## src/inc/clkgen_wdt_pkg.sv

```systemverilog
/*
  Constants, register map and carrier types for the clock generator
  frequency control and watchdog block.
  Assumes a serial management engine that turns bus transfers into
  single byte register accesses on the 200 MHz internal clock.
*/
// Notes on behaviour
// RQ1 - Dynamic frequency enable bit 4 permits change, capped by bits 7 to 5.
// RQ2 - Four-bit software frequency code in bits 3 to 0, resetting to zero.
// RQ3 - Watchdog bit 7 picks restore: strapped setting or recovery value.
// RQ4 - Timeout pulses reset pin; action bit 0 also reloads, 1 only resets.
// RQ5 - Time unit bit 5: 0 is 294 ms, 1 is 2.34 s; powers up as 1.
// RQ6 - Alarm set on expiry, cleared when software clears the count field.
// RQ7 - Timeout is count field (bits 3 to 1) times unit; 000 is test mode.
// RQ8 - Writing enable bit 0 as 1 starts and loads watchdog; 0 disables it.
// RQ9 - Programmable mode takes CPU frequency from multiplier and divider.
// RQ10 - Override clear takes ratio from latched straps, set from software.
// RQ11 - Multiplier low byte in first register; bit 8 and divider in second.
// RQ12 - Programmable CPU enable bit gates use of multiplier and divider.
// RQ13 - Source override: 0 strap pins, 1 software code; powers up 0.
// RQ14 - Auto-recovery bit: 0 manual, 1 automatic; powers up as 1.
// RQ15 - Watchdog counts whole units, then raises alarm and does reset action.
package clkgen_wdt_pkg;

  // ----------------------------------------------------------------
  // Register offsets
  // ----------------------------------------------------------------
  localparam logic [7:0] REG_DYN_FREQ   = 8'h09;
  localparam logic [7:0] REG_WDT_CTRL   = 8'h0a;
  localparam logic [7:0] REG_MUL_LOW    = 8'h0b;
  localparam logic [7:0] REG_MUL_HI_DIV = 8'h0c;
  localparam logic [7:0] REG_OVERRIDE   = 8'h0e;
  localparam logic [7:0] REG_PROG_CTRL  = 8'h10;

  // ----------------------------------------------------------------
  // Field positions
  // ----------------------------------------------------------------
  localparam int DYN_ON_BIT       = 4;
  localparam int WDT_RESTORE_BIT  = 7;
  localparam int WDT_ACTION_BIT   = 6;
  localparam int WDT_SCALE_BIT    = 5;
  localparam int WDT_ALARM_BIT    = 4;
  localparam int WDT_ENABLE_BIT   = 0;
  localparam int OVERRIDE_BIT     = 5;
  localparam int PROG_CPU_BIT     = 1;
  localparam int AUTO_RECOV_BIT   = 0;

  // ----------------------------------------------------------------
  // Values after reset
  // ----------------------------------------------------------------
  localparam logic [7:0] DYN_FREQ_RST = 8'h00;
  localparam logic [7:0] WDT_CTRL_RST = 8'h20;
  localparam logic [7:0] MUL_RST      = 8'h00;
  localparam logic       OVERRIDE_RST = 1'b0;
  localparam logic       PROG_CPU_RST = 1'b0;
  localparam logic       AUTO_RST     = 1'b1;

  // ----------------------------------------------------------------
  // Timing
  // ----------------------------------------------------------------
  localparam longint CLK_MHZ        = 200;
  localparam longint UNIT_SHORT_US  = 294000;
  localparam longint UNIT_LONG_US   = 2340000;
  localparam int unsigned UNIT_SHORT_CYC = 32'(UNIT_SHORT_US * CLK_MHZ);
  localparam int unsigned UNIT_LONG_CYC  = 32'(UNIT_LONG_US * CLK_MHZ);
  localparam int unsigned TEST_UNIT_CYC  = 32'h0000_0040;
  localparam logic [4:0]  RESET_PULSE_CYC = 5'h10;

  // ----------------------------------------------------------------
  // Types
  // ----------------------------------------------------------------
  typedef enum logic [1:0] {
    WDT_IDLE = 2'b00,
    WDT_RUN  = 2'b01,
    WDT_FIRE = 2'b11
  } wdt_state_t;

  typedef struct packed {
    logic       write;
    logic       read;
    logic [7:0] addr;
    logic [7:0] wdata;
  } reg_req_t;

  typedef struct packed {
    logic       dynFreqOn;
    logic [2:0] dynFreqMaxCap;
    logic       useProgrammed;
    logic [8:0] multiplier;
    logic [6:0] divider;
    logic [4:0] ratioCode;
    logic       restoreFromRecovery;
  } cpu_cfg_t;

endpackage : clkgen_wdt_pkg

```

## src/logic/clockgen_watchdog_freq_ctrl.sv

```systemverilog
/*
  Frequency control and watchdog registers of the clock generator.
  Assumes byte register accesses arrive from the serial engine on clk,
  and that the strap pins are asynchronous and steady around reset.
*/
`timescale 1ns/1ps
module clockgen_watchdog_freq_ctrl
  import clkgen_wdt_pkg::*;
#(
  parameter int unsigned SHORT_CYC = UNIT_SHORT_CYC,
  parameter int unsigned LONG_CYC  = UNIT_LONG_CYC
) (
  input  wire logic       clk,
  input  wire logic       sys_rst,
  input  wire reg_req_t   regReq,
  output logic [7:0]      regRdata,
  input  wire logic [4:0] strapFreqPins,
  input  wire logic [8:0] recoveryValue,
  output cpu_cfg_t        cpuCfg,
  output logic            recoveryLoad,
  output logic            systemResetOutput_n
);

  // ----------------------------------------------------------------
  // Register storage
  // ----------------------------------------------------------------
  logic [2:0] dynFreqMaxCap;
  logic       dynFreqOn;
  logic [3:0] softwareFreqCode;
  logic       restoreSel;
  logic       actionOnlyReset;
  logic       timeScale;
  logic       watchdogExpiredFlag;
  logic [2:0] watchdogCountField;
  logic       wdtEnable;
  logic [8:0] cpuMultiplierField;
  logic [6:0] cpuDividerField;
  logic       freqSourceOverride;
  logic       progCpuOn;
  logic       autoRecovery;

  // ----------------------------------------------------------------
  // Strap synchroniser and latch
  // ----------------------------------------------------------------
  logic [4:0] strapMeta;
  logic [4:0] strapSync;
  logic [4:0] strapLatched;
  logic       strapTaken;

  always_ff @(posedge clk) begin
    strapMeta <= strapFreqPins;
    strapSync <= strapMeta;
  end
  // Caught once after reset so later pin noise cannot move the ratio
  always_ff @(posedge clk) begin
    if (sys_rst) begin
      strapTaken   <= 1'b0;
      strapLatched <= 5'h00;
    end else if (!strapTaken) begin
      strapTaken   <= 1'b1;
      strapLatched <= strapSync;
    end
  end

  // ----------------------------------------------------------------
  // Address decode
  // ----------------------------------------------------------------
  wire wrDyn   = regReq.write && (regReq.addr == REG_DYN_FREQ);
  wire wrWdt   = regReq.write && (regReq.addr == REG_WDT_CTRL);
  wire wrMulLo = regReq.write && (regReq.addr == REG_MUL_LOW);
  wire wrMulHi = regReq.write && (regReq.addr == REG_MUL_HI_DIV);
  wire wrOvr   = regReq.write && (regReq.addr == REG_OVERRIDE);
  wire wrProg  = regReq.write && (regReq.addr == REG_PROG_CTRL);
  wire startLoad  = wrWdt && regReq.wdata[WDT_ENABLE_BIT];
  wire stopWrite  = wrWdt && !regReq.wdata[WDT_ENABLE_BIT];
  wire clearCount = wrWdt && (regReq.wdata[3:1] == 3'h0);

  // ----------------------------------------------------------------
  // Watchdog sequencer
  // ----------------------------------------------------------------
  wdt_state_t state;
  wdt_state_t next_state;
  logic [2:0] remaining;
  logic [4:0] pulseCount;
  logic       unitTick;
  logic       resetDrive;

  wire expire = (state == WDT_RUN) && !wrWdt && unitTick
                && (remaining == 3'h1);                          // RQ15
  always_comb begin
    next_state = state;
    case (state)
      WDT_IDLE: begin
        if (startLoad) next_state = WDT_RUN;                     // RQ8
      end
      WDT_RUN: begin
        if (stopWrite) next_state = WDT_IDLE;                    // RQ8
        else if (expire) next_state = WDT_FIRE;
      end
      WDT_FIRE: begin
        if (pulseCount == 5'h00) next_state = WDT_IDLE;
      end
      default: next_state = WDT_IDLE;
    endcase
  end
  always_ff @(posedge clk) begin
    if (sys_rst) begin
      state <= WDT_IDLE;
    end else begin
      state <= next_state;
    end
  end
  // Test mode code 000 still runs one test unit of TEST_UNIT_CYC cycles
  always_ff @(posedge clk) begin
    if (sys_rst) begin
      remaining <= 3'h0;
    end else if (startLoad && state != WDT_FIRE) begin
      remaining <= (regReq.wdata[3:1] == 3'h0) ? 3'h1
                                               : regReq.wdata[3:1]; // RQ7
    end else if (state == WDT_RUN && unitTick) begin
      remaining <= remaining - 3'h1;                             // RQ15
    end
  end
  always_ff @(posedge clk) begin
    if (sys_rst) begin
      pulseCount <= 5'h00;
    end else if (expire) begin
      pulseCount <= RESET_PULSE_CYC - 5'h01;
    end else if (state == WDT_FIRE && pulseCount != 5'h00) begin
      pulseCount <= pulseCount - 5'h01;
    end
  end

  wdt_unit_timer #(
    .SHORT_CYC (SHORT_CYC),
    .LONG_CYC  (LONG_CYC)
  ) u_unit (
    .clk       (clk),
    .sys_rst   (sys_rst),
    .restart   (startLoad),
    .running   (state == WDT_RUN),
    .scaleLong (timeScale),
    .testMode  (watchdogCountField == 3'h0),
    .unitTick  (unitTick)
  );

  // ----------------------------------------------------------------
  // Register writes
  // ----------------------------------------------------------------
  always_ff @(posedge clk) begin
    if (sys_rst) begin
      {dynFreqMaxCap, dynFreqOn, softwareFreqCode} <= DYN_FREQ_RST; // RQ2
      {cpuMultiplierField, cpuDividerField} <= {MUL_RST, MUL_RST}; // RQ11
      freqSourceOverride <= OVERRIDE_RST;                           // RQ13
      progCpuOn          <= PROG_CPU_RST;
      autoRecovery       <= AUTO_RST;                               // RQ14
    end else begin
      if (wrDyn) begin
        {dynFreqMaxCap, dynFreqOn, softwareFreqCode} <= regReq.wdata; // RQ1
      end
      if (wrMulLo) cpuMultiplierField[7:0] <= regReq.wdata;           // RQ11
      if (wrMulHi) begin
        {cpuMultiplierField[8], cpuDividerField} <= regReq.wdata;     // RQ11
      end
      if (wrOvr) freqSourceOverride <= regReq.wdata[OVERRIDE_BIT]; // RQ13
      if (wrProg) begin
        progCpuOn    <= regReq.wdata[PROG_CPU_BIT];                   // RQ12
        autoRecovery <= regReq.wdata[AUTO_RECOV_BIT];       // RQ14
      end
    end
  end
  always_ff @(posedge clk) begin
    if (sys_rst) begin
      restoreSel         <= WDT_CTRL_RST[WDT_RESTORE_BIT];
      actionOnlyReset    <= WDT_CTRL_RST[WDT_ACTION_BIT];
      timeScale          <= WDT_CTRL_RST[WDT_SCALE_BIT];            // RQ5
      watchdogCountField <= WDT_CTRL_RST[3:1];
    end else if (wrWdt) begin
      restoreSel         <= regReq.wdata[WDT_RESTORE_BIT];          // RQ3
      actionOnlyReset    <= regReq.wdata[WDT_ACTION_BIT];
      timeScale          <= regReq.wdata[WDT_SCALE_BIT];
      watchdogCountField <= regReq.wdata[3:1];
    end
  end
  // A control write blocks expiry in its cycle, so a clear wins
  always_ff @(posedge clk) begin
    if (sys_rst) begin
      watchdogExpiredFlag <= WDT_CTRL_RST[WDT_ALARM_BIT];
    end else if (expire) begin
      watchdogExpiredFlag <= 1'b1;                                  // RQ6
    end else if (clearCount) begin
      watchdogExpiredFlag <= 1'b0;                                  // RQ6
    end
  end
  // Enable reads back as the running state; expiry drops it
  always_ff @(posedge clk) begin
    if (sys_rst) begin
      wdtEnable <= WDT_CTRL_RST[WDT_ENABLE_BIT];
    end else if (wrWdt && state != WDT_FIRE) begin
      wdtEnable <= regReq.wdata[WDT_ENABLE_BIT];                    // RQ8
    end else if (expire) begin
      wdtEnable <= 1'b0;
    end
  end

  // ----------------------------------------------------------------
  // Outputs
  // ----------------------------------------------------------------
  cpu_cfg_t next_cfg;
  logic [7:0] readMux;

  assign next_cfg.dynFreqOn     = dynFreqOn;                        // RQ1
  assign next_cfg.dynFreqMaxCap = dynFreqOn ? dynFreqMaxCap : 3'h0; // RQ1
  assign next_cfg.useProgrammed = progCpuOn;                        // RQ9
  assign next_cfg.multiplier    = progCpuOn ? cpuMultiplierField : 9'h000;
  assign next_cfg.divider       = progCpuOn ? cpuDividerField : 7'h00;
  assign next_cfg.ratioCode     = freqSourceOverride
                                  ? {1'b0, softwareFreqCode}
                                  : strapLatched;                   // RQ10
  assign next_cfg.restoreFromRecovery = restoreSel;                 // RQ3
  assign readMux =
    (regReq.addr == REG_DYN_FREQ)   ? {dynFreqMaxCap, dynFreqOn,
                                       softwareFreqCode} :
    (regReq.addr == REG_WDT_CTRL)   ? {restoreSel, actionOnlyReset, timeScale,
                                       watchdogExpiredFlag,
                                       watchdogCountField, wdtEnable} :
    (regReq.addr == REG_MUL_LOW)    ? cpuMultiplierField[7:0] :
    (regReq.addr == REG_MUL_HI_DIV) ? {cpuMultiplierField[8],
                                       cpuDividerField} :
    (regReq.addr == REG_OVERRIDE)   ? {2'h0, freqSourceOverride, 5'h00} :
    (regReq.addr == REG_PROG_CTRL)  ? {6'h00, progCpuOn, autoRecovery} :
                                      8'h00;

  always_ff @(posedge clk) begin
    if (sys_rst) begin
      regRdata     <= 8'h00;
      cpuCfg       <= '0;
      recoveryLoad <= 1'b0;
      resetDrive   <= 1'b0;
    end else begin
      if (regReq.read) regRdata <= readMux;
      cpuCfg       <= next_cfg;
      // Manual recovery leaves reload to software
      recoveryLoad <= expire && !actionOnlyReset && autoRecovery; // RQ4 RQ14
      resetDrive   <= (next_state == WDT_FIRE);                     // RQ4
    end
  end

  assign systemResetOutput_n = !resetDrive;
endmodule : clockgen_watchdog_freq_ctrl

```

## src/logic/wdt_unit_timer.sv

```systemverilog
/*
  Watchdog time-unit tick generator: one pulse per elapsed unit.
  Assumes the caller restarts it whenever the watchdog is loaded.
*/
`timescale 1ns/1ps
module wdt_unit_timer
  import clkgen_wdt_pkg::*;
#(
  parameter int unsigned SHORT_CYC = UNIT_SHORT_CYC,
  parameter int unsigned LONG_CYC  = UNIT_LONG_CYC
) (
  input  wire logic clk,
  input  wire logic sys_rst,
  input  wire logic restart,
  input  wire logic running,
  input  wire logic scaleLong,
  input  wire logic testMode,
  output logic      unitTick
);

  // ----------------------------------------------------------------
  // Unit length
  // ----------------------------------------------------------------
  logic [31:0] unitLen;
  logic [31:0] count;
  wire         atEnd = (count == unitLen - 32'h0000_0001);

  assign unitLen = testMode  ? TEST_UNIT_CYC :
                   scaleLong ? LONG_CYC : SHORT_CYC;  // RQ5
  assign unitTick = running && !restart && atEnd;

  always_ff @(posedge clk) begin
    if (sys_rst || restart || !running || atEnd) begin
      count <= 32'h0000_0000;
    end else begin
      count <= count + 32'h0000_0001;
    end
  end

endmodule : wdt_unit_timer

```

## config.mk

```make
export PLATFORM = sky130hd
export DESIGN_NAME = clockgen_watchdog_freq_ctrl
export DESIGN_NICKNAME = d
export VERILOG_FILES = /design/src/inc/clkgen_wdt_pkg.sv /design/src/logic/clockgen_watchdog_freq_ctrl.sv /design/src/logic/wdt_unit_timer.sv
export SDC_FILE = /design/constraint.sdc
export NUM_CORES = 1
export LEC_CHECK = 0
export ABC_CLOCK_PERIOD_IN_PS = 2100
export BUFFER_PORTS_ARGS = -buffer_cell sky130_fd_sc_hd__buf_2
export CORE_ASPECT_RATIO = 1.25
export CORE_MARGIN = 3
export CORE_UTILIZATION = 50
export DETAILED_ROUTE_END_ITERATION = 8
export GPL_TIMING_DRIVEN = 0
export PLACE_DENSITY_LB_ADDON = 0.1
export SETUP_SLACK_MARGIN = 0.4
export SLEW_MARGIN = 20
export SYNTH_ARGS = -nofsm -noshare
export SYNTH_HDL_FRONTEND = slang
export SYNTH_SLANG_ARGS = --single-unit
```

## constraint.sdc

```tcl
create_clock -name clk -period 2.1 [get_ports clk]
set_clock_uncertainty 0.05 [all_clocks]
set_input_delay 0.105 -clock clk [delete_from_list [all_inputs] [get_ports clk]]
set_output_delay 0.105 -clock clk [all_outputs]
set_load 0.01 [all_outputs]
```

==> impl_metrics.toml <==
[critical_path]
crit_type = "reg -> reg"
cp-end-kind = "flip-flop"
crit_path_start_kind = "flip-flop"
worstPathArrival_ns = 2.34
cp_max_fo = 5
critPathRequiredTime_ns = 2.33

[drt]
firstDrtPassIters = 5
wl_per_cell_um = 16.0
avgViaCountPerCell = 5.41
post-route-drc-count = 0
num_vias = 4510
routed_wirelength_mm = 13.3
drtIter0Drc = 232
antenna_left = 0

[cells_and_area]
post-route-util = 0.706
fin_nets = 729
fill_cells = 763
area_growth_pct = 36.3
drive_gt1_frac = 0.293
final_cells = 833
insertedDiodeCount = 0

[yosys]
synth_edf_count = 0
synth.avg_cell_area_um2 = 9.11
seq_area_frac_synth = 0.495
synthDistinctLibCells = 54
syn_nets = 615
yosys_warnings = 0
syn_inst = 577
async_reset_ff_frac = 0
synth-seq-cells = 130
synth_area_um2 = 5260
ys.flop_type = "dfxtp_1"

[die]
core_area_um2 = 10200
die_h_um = 121
dieArea_um2 = 11800
ios = 71
start_util = 0.518
fp-row-count = 41
die_w_um = 97.7

[cts]
insertion_delay_ns = 0.41
cts_sinks = 130
numCtsBuffers = 17
clockBufferDepth = 2
tritoncts = "yes"
cts_htree_levels = 4
clockRootBuffer = "clkbuf_16"
path_clk_slew_ns = 0.06

[job]
cap_violations = 0

[placed_design]
dp_hpwl_mm = 9.12
portBuffers = 60
dp_cells = 766
gp_congestion = 0.961

[timing]
fmax_mhz = 474
slew_headroom = 0.531
drv_slew = 0
rsz0062_at_grt = "yes"
worstMarginPinSlew_ns = 0.695
min_period_over_period = 1.01
setup_viol = 2
layout_setup_ws_ns = -0.0118
hold_viol_final = 0
fin_crit_ns = 2.11

[global_route]
grt_pass1_wl_mm = 21.0
antenna_found_initial = 0
grt_overflow = 0
first_global_vias = 4464
grtUsageTotal = 0.225
grt_max_degree = 17

[power_and_ir_drop]
power_mw = 5.70
irDropWorstVdd_uv = 598
p_leak_nw = 2.78
pwr_density_cell_nw_per_um2 = 796

[min_path]
hp-class = "in -> reg"

[status]
violations = "setup timing"
status = "finished with violations"
cell type report:
class                           instances  area [um2]  share of cell area
Multi-Input combinational cell        407        2930               0.408
Timing Repair Buffer                   95         619              0.0864
Inverter                               14        52.6             0.00733
Clock buffer                           18         429              0.0599
Clock inverter                         14         179              0.0250
Tap cell                              129         161              0.0225
Buffer                                 26         171              0.0239
Sequential cell                       130        2630               0.367
Yosys cell counts, types with 2 or more instances:
| cell type | instances | area share |
|---|---|---|
| a211oi_1 | 7 | 0.010 |
| a21oi_1 | 28 | 0.027 |
| a221oi_1 | 5 | 0.0083 |
| a311oi_1 | 2 | 0.0033 |
| a32oi_1 | 2 | 0.0033 |
| and2_1 | 21 | 0.025 |
| and3_1 | 11 | 0.013 |
| and3b_1 | 2 | 0.0033 |
| and4_1 | 3 | 0.0050 |
| buf_2 | 7 | 0.0067 |
| clkbuf_1 | 19 | 0.014 |
| dfxtp_1 | 130 | 0.50 |
| ha_1 | 4 | 0.0095 |
| inv_1 | 14 | 0.010 |
| mux2_2 | 2 | 0.0043 |
| mux2i_1 | 30 | 0.057 |
| nand2_1 | 53 | 0.038 |
| nand2b_1 | 3 | 0.0036 |
| nand3_1 | 30 | 0.029 |
| nand4_1 | 14 | 0.017 |
| nor2_1 | 87 | 0.062 |
| nor2b_1 | 5 | 0.0059 |
| nor3_1 | 10 | 0.0095 |
| nor3_2 | 2 | 0.0038 |
| nor3b_1 | 4 | 0.0057 |
| nor4_1 | 6 | 0.0071 |
| nor4b_2 | 2 | 0.0057 |
| o21a_1 | 2 | 0.0029 |
| o21ai_0 | 10 | 0.0095 |
| o22ai_1 | 2 | 0.0024 |
| o311ai_0 | 2 | 0.0033 |
| o41ai_1 | 2 | 0.0033 |
| or3_1 | 2 | 0.0024 |
| xnor2_1 | 21 | 0.035 |
| xor2_1 | 14 | 0.023 |
state kept, by name, summed over array words and instances (netlist names), 2 cells and up:
register	flops
strapLatched	5
strapSync	5
watchdogCountField	3
remaining	3
cpuMultiplierField	9
state	2
softwareFreqCode	4
u_unit.count	32
cpuDividerField	7
strapMeta	5
regRdata	8
pulseCount	5
dynFreqMaxCap	3
cpuCfg	27
placed cells by master, fill, tap and decap left out, types with 3 or more instances in the layout:
master,instances
a211oi_1,6
a21oi_1,27
a221oi_1,4
and2_1,21
and3_1,10
buf_2,62
buf_4,17
buf_6,4
buf_8,4
bufinv_16,3
clkbuf_1,15
clkbuf_16,17
clkinvlp_4,5
dfxtp_1,114
dfxtp_2,14
dlygate4sd3_1,15
ha_1,3
inv_1,14
inv_6,4
mux2i_1,30
nand2_1,53
nand2b_1,3
nand3_1,27
nand4_1,14
nor2_1,58
nor2_2,7
nor2_4,22
nor2b_1,5
nor3_1,5
nor3_2,3
nor3_4,4
nor3b_1,3
nor4_1,3
o21ai_0,10
xnor2_1,21
xor2_1,13
worst max-delay path, stage by stage (launching register included):
cell and delay [ns]:
dfxtp_1 0.45, nand3_1 0.19, nor2_1 0.23, nand3_2 0.21, a2111o_1 0.54, buf_4 0.18, nand3_1 0.06, a21oi_1 0.07
worst paths after layout:
kind | from | to | slack [ns] | cells after the start
worst min-delay path | regReq[0] | cpuDividerField[0] | 0.02 | 3
worst max-delay path | u_unit.count[22] | wdtEnable | -0.01 | 7
worst max register to register | u_unit.count[22] | wdtEnable | -0.01 | 7
worst min register to register | strapMeta[0] | strapSync[0] | 0.28 | 0
metrics by stage:
stage          hold slack (ns)  cell area (um2)  setup WS, ns  TNS [ns]
2_1_floorplan           0.0827             5390         0.166         0
5_1_grt                 0.0316             7170       -0.0621    -0.462
4_1_cts                0.00773             6800       0.00700         0
3_5_place_dp             0.160             5850        -0.221     -1.13
3_3_place_gp             0.158             5850        -0.214     -1.05
6_report                0.0247             7170       -0.0118   -0.0128
power by group:
| part | switching (mW) | total [mW] | internal (mW) |
|---|---|---|---|
| registers | 0.0105 | 2.50 | 2.49 |
| clock network | 1.13 | 3.01 | 1.88 |
| logic | 0.113 | 0.188 | 0.0752 |
| total | 1.25 | 5.70 | 4.45 |
layer usage:
metal	vias to the layer above	global-route usage	wire (um)	part of all wire
met5	-	0	0	0
met4	0	0.113	415	0.031
met3	36	0.0479	557	0.042
met2	132	0.435	7300	0.55
met1	2102	0.225	5040	0.38
li1	2240	-	-	-
cells by family after synthesis:
logic type,after synthesis,synth area share
DFF,130,0.495
and+or+nand+nor,260,0.246
xor gates and xnor gates,35,0.0583
buffers and inverters,40,0.0302
muxes,33,0.0635
AOI/OAI and AO/OA,75,0.0971
adders and majority gates,4,0.00952
repair_timing:
item / 4_1_cts / 5_1_grt
hold endpoints to repair: 33 / 0
pin swaps: 11 / 16
setup endpoints to repair: 55 / 61
cloned: 3 / 0
buffers inserted: 12 / 5
resized for setup: 21 / 84
hold buffers: 15 / 0
Power figures use the tool's default switching activity.
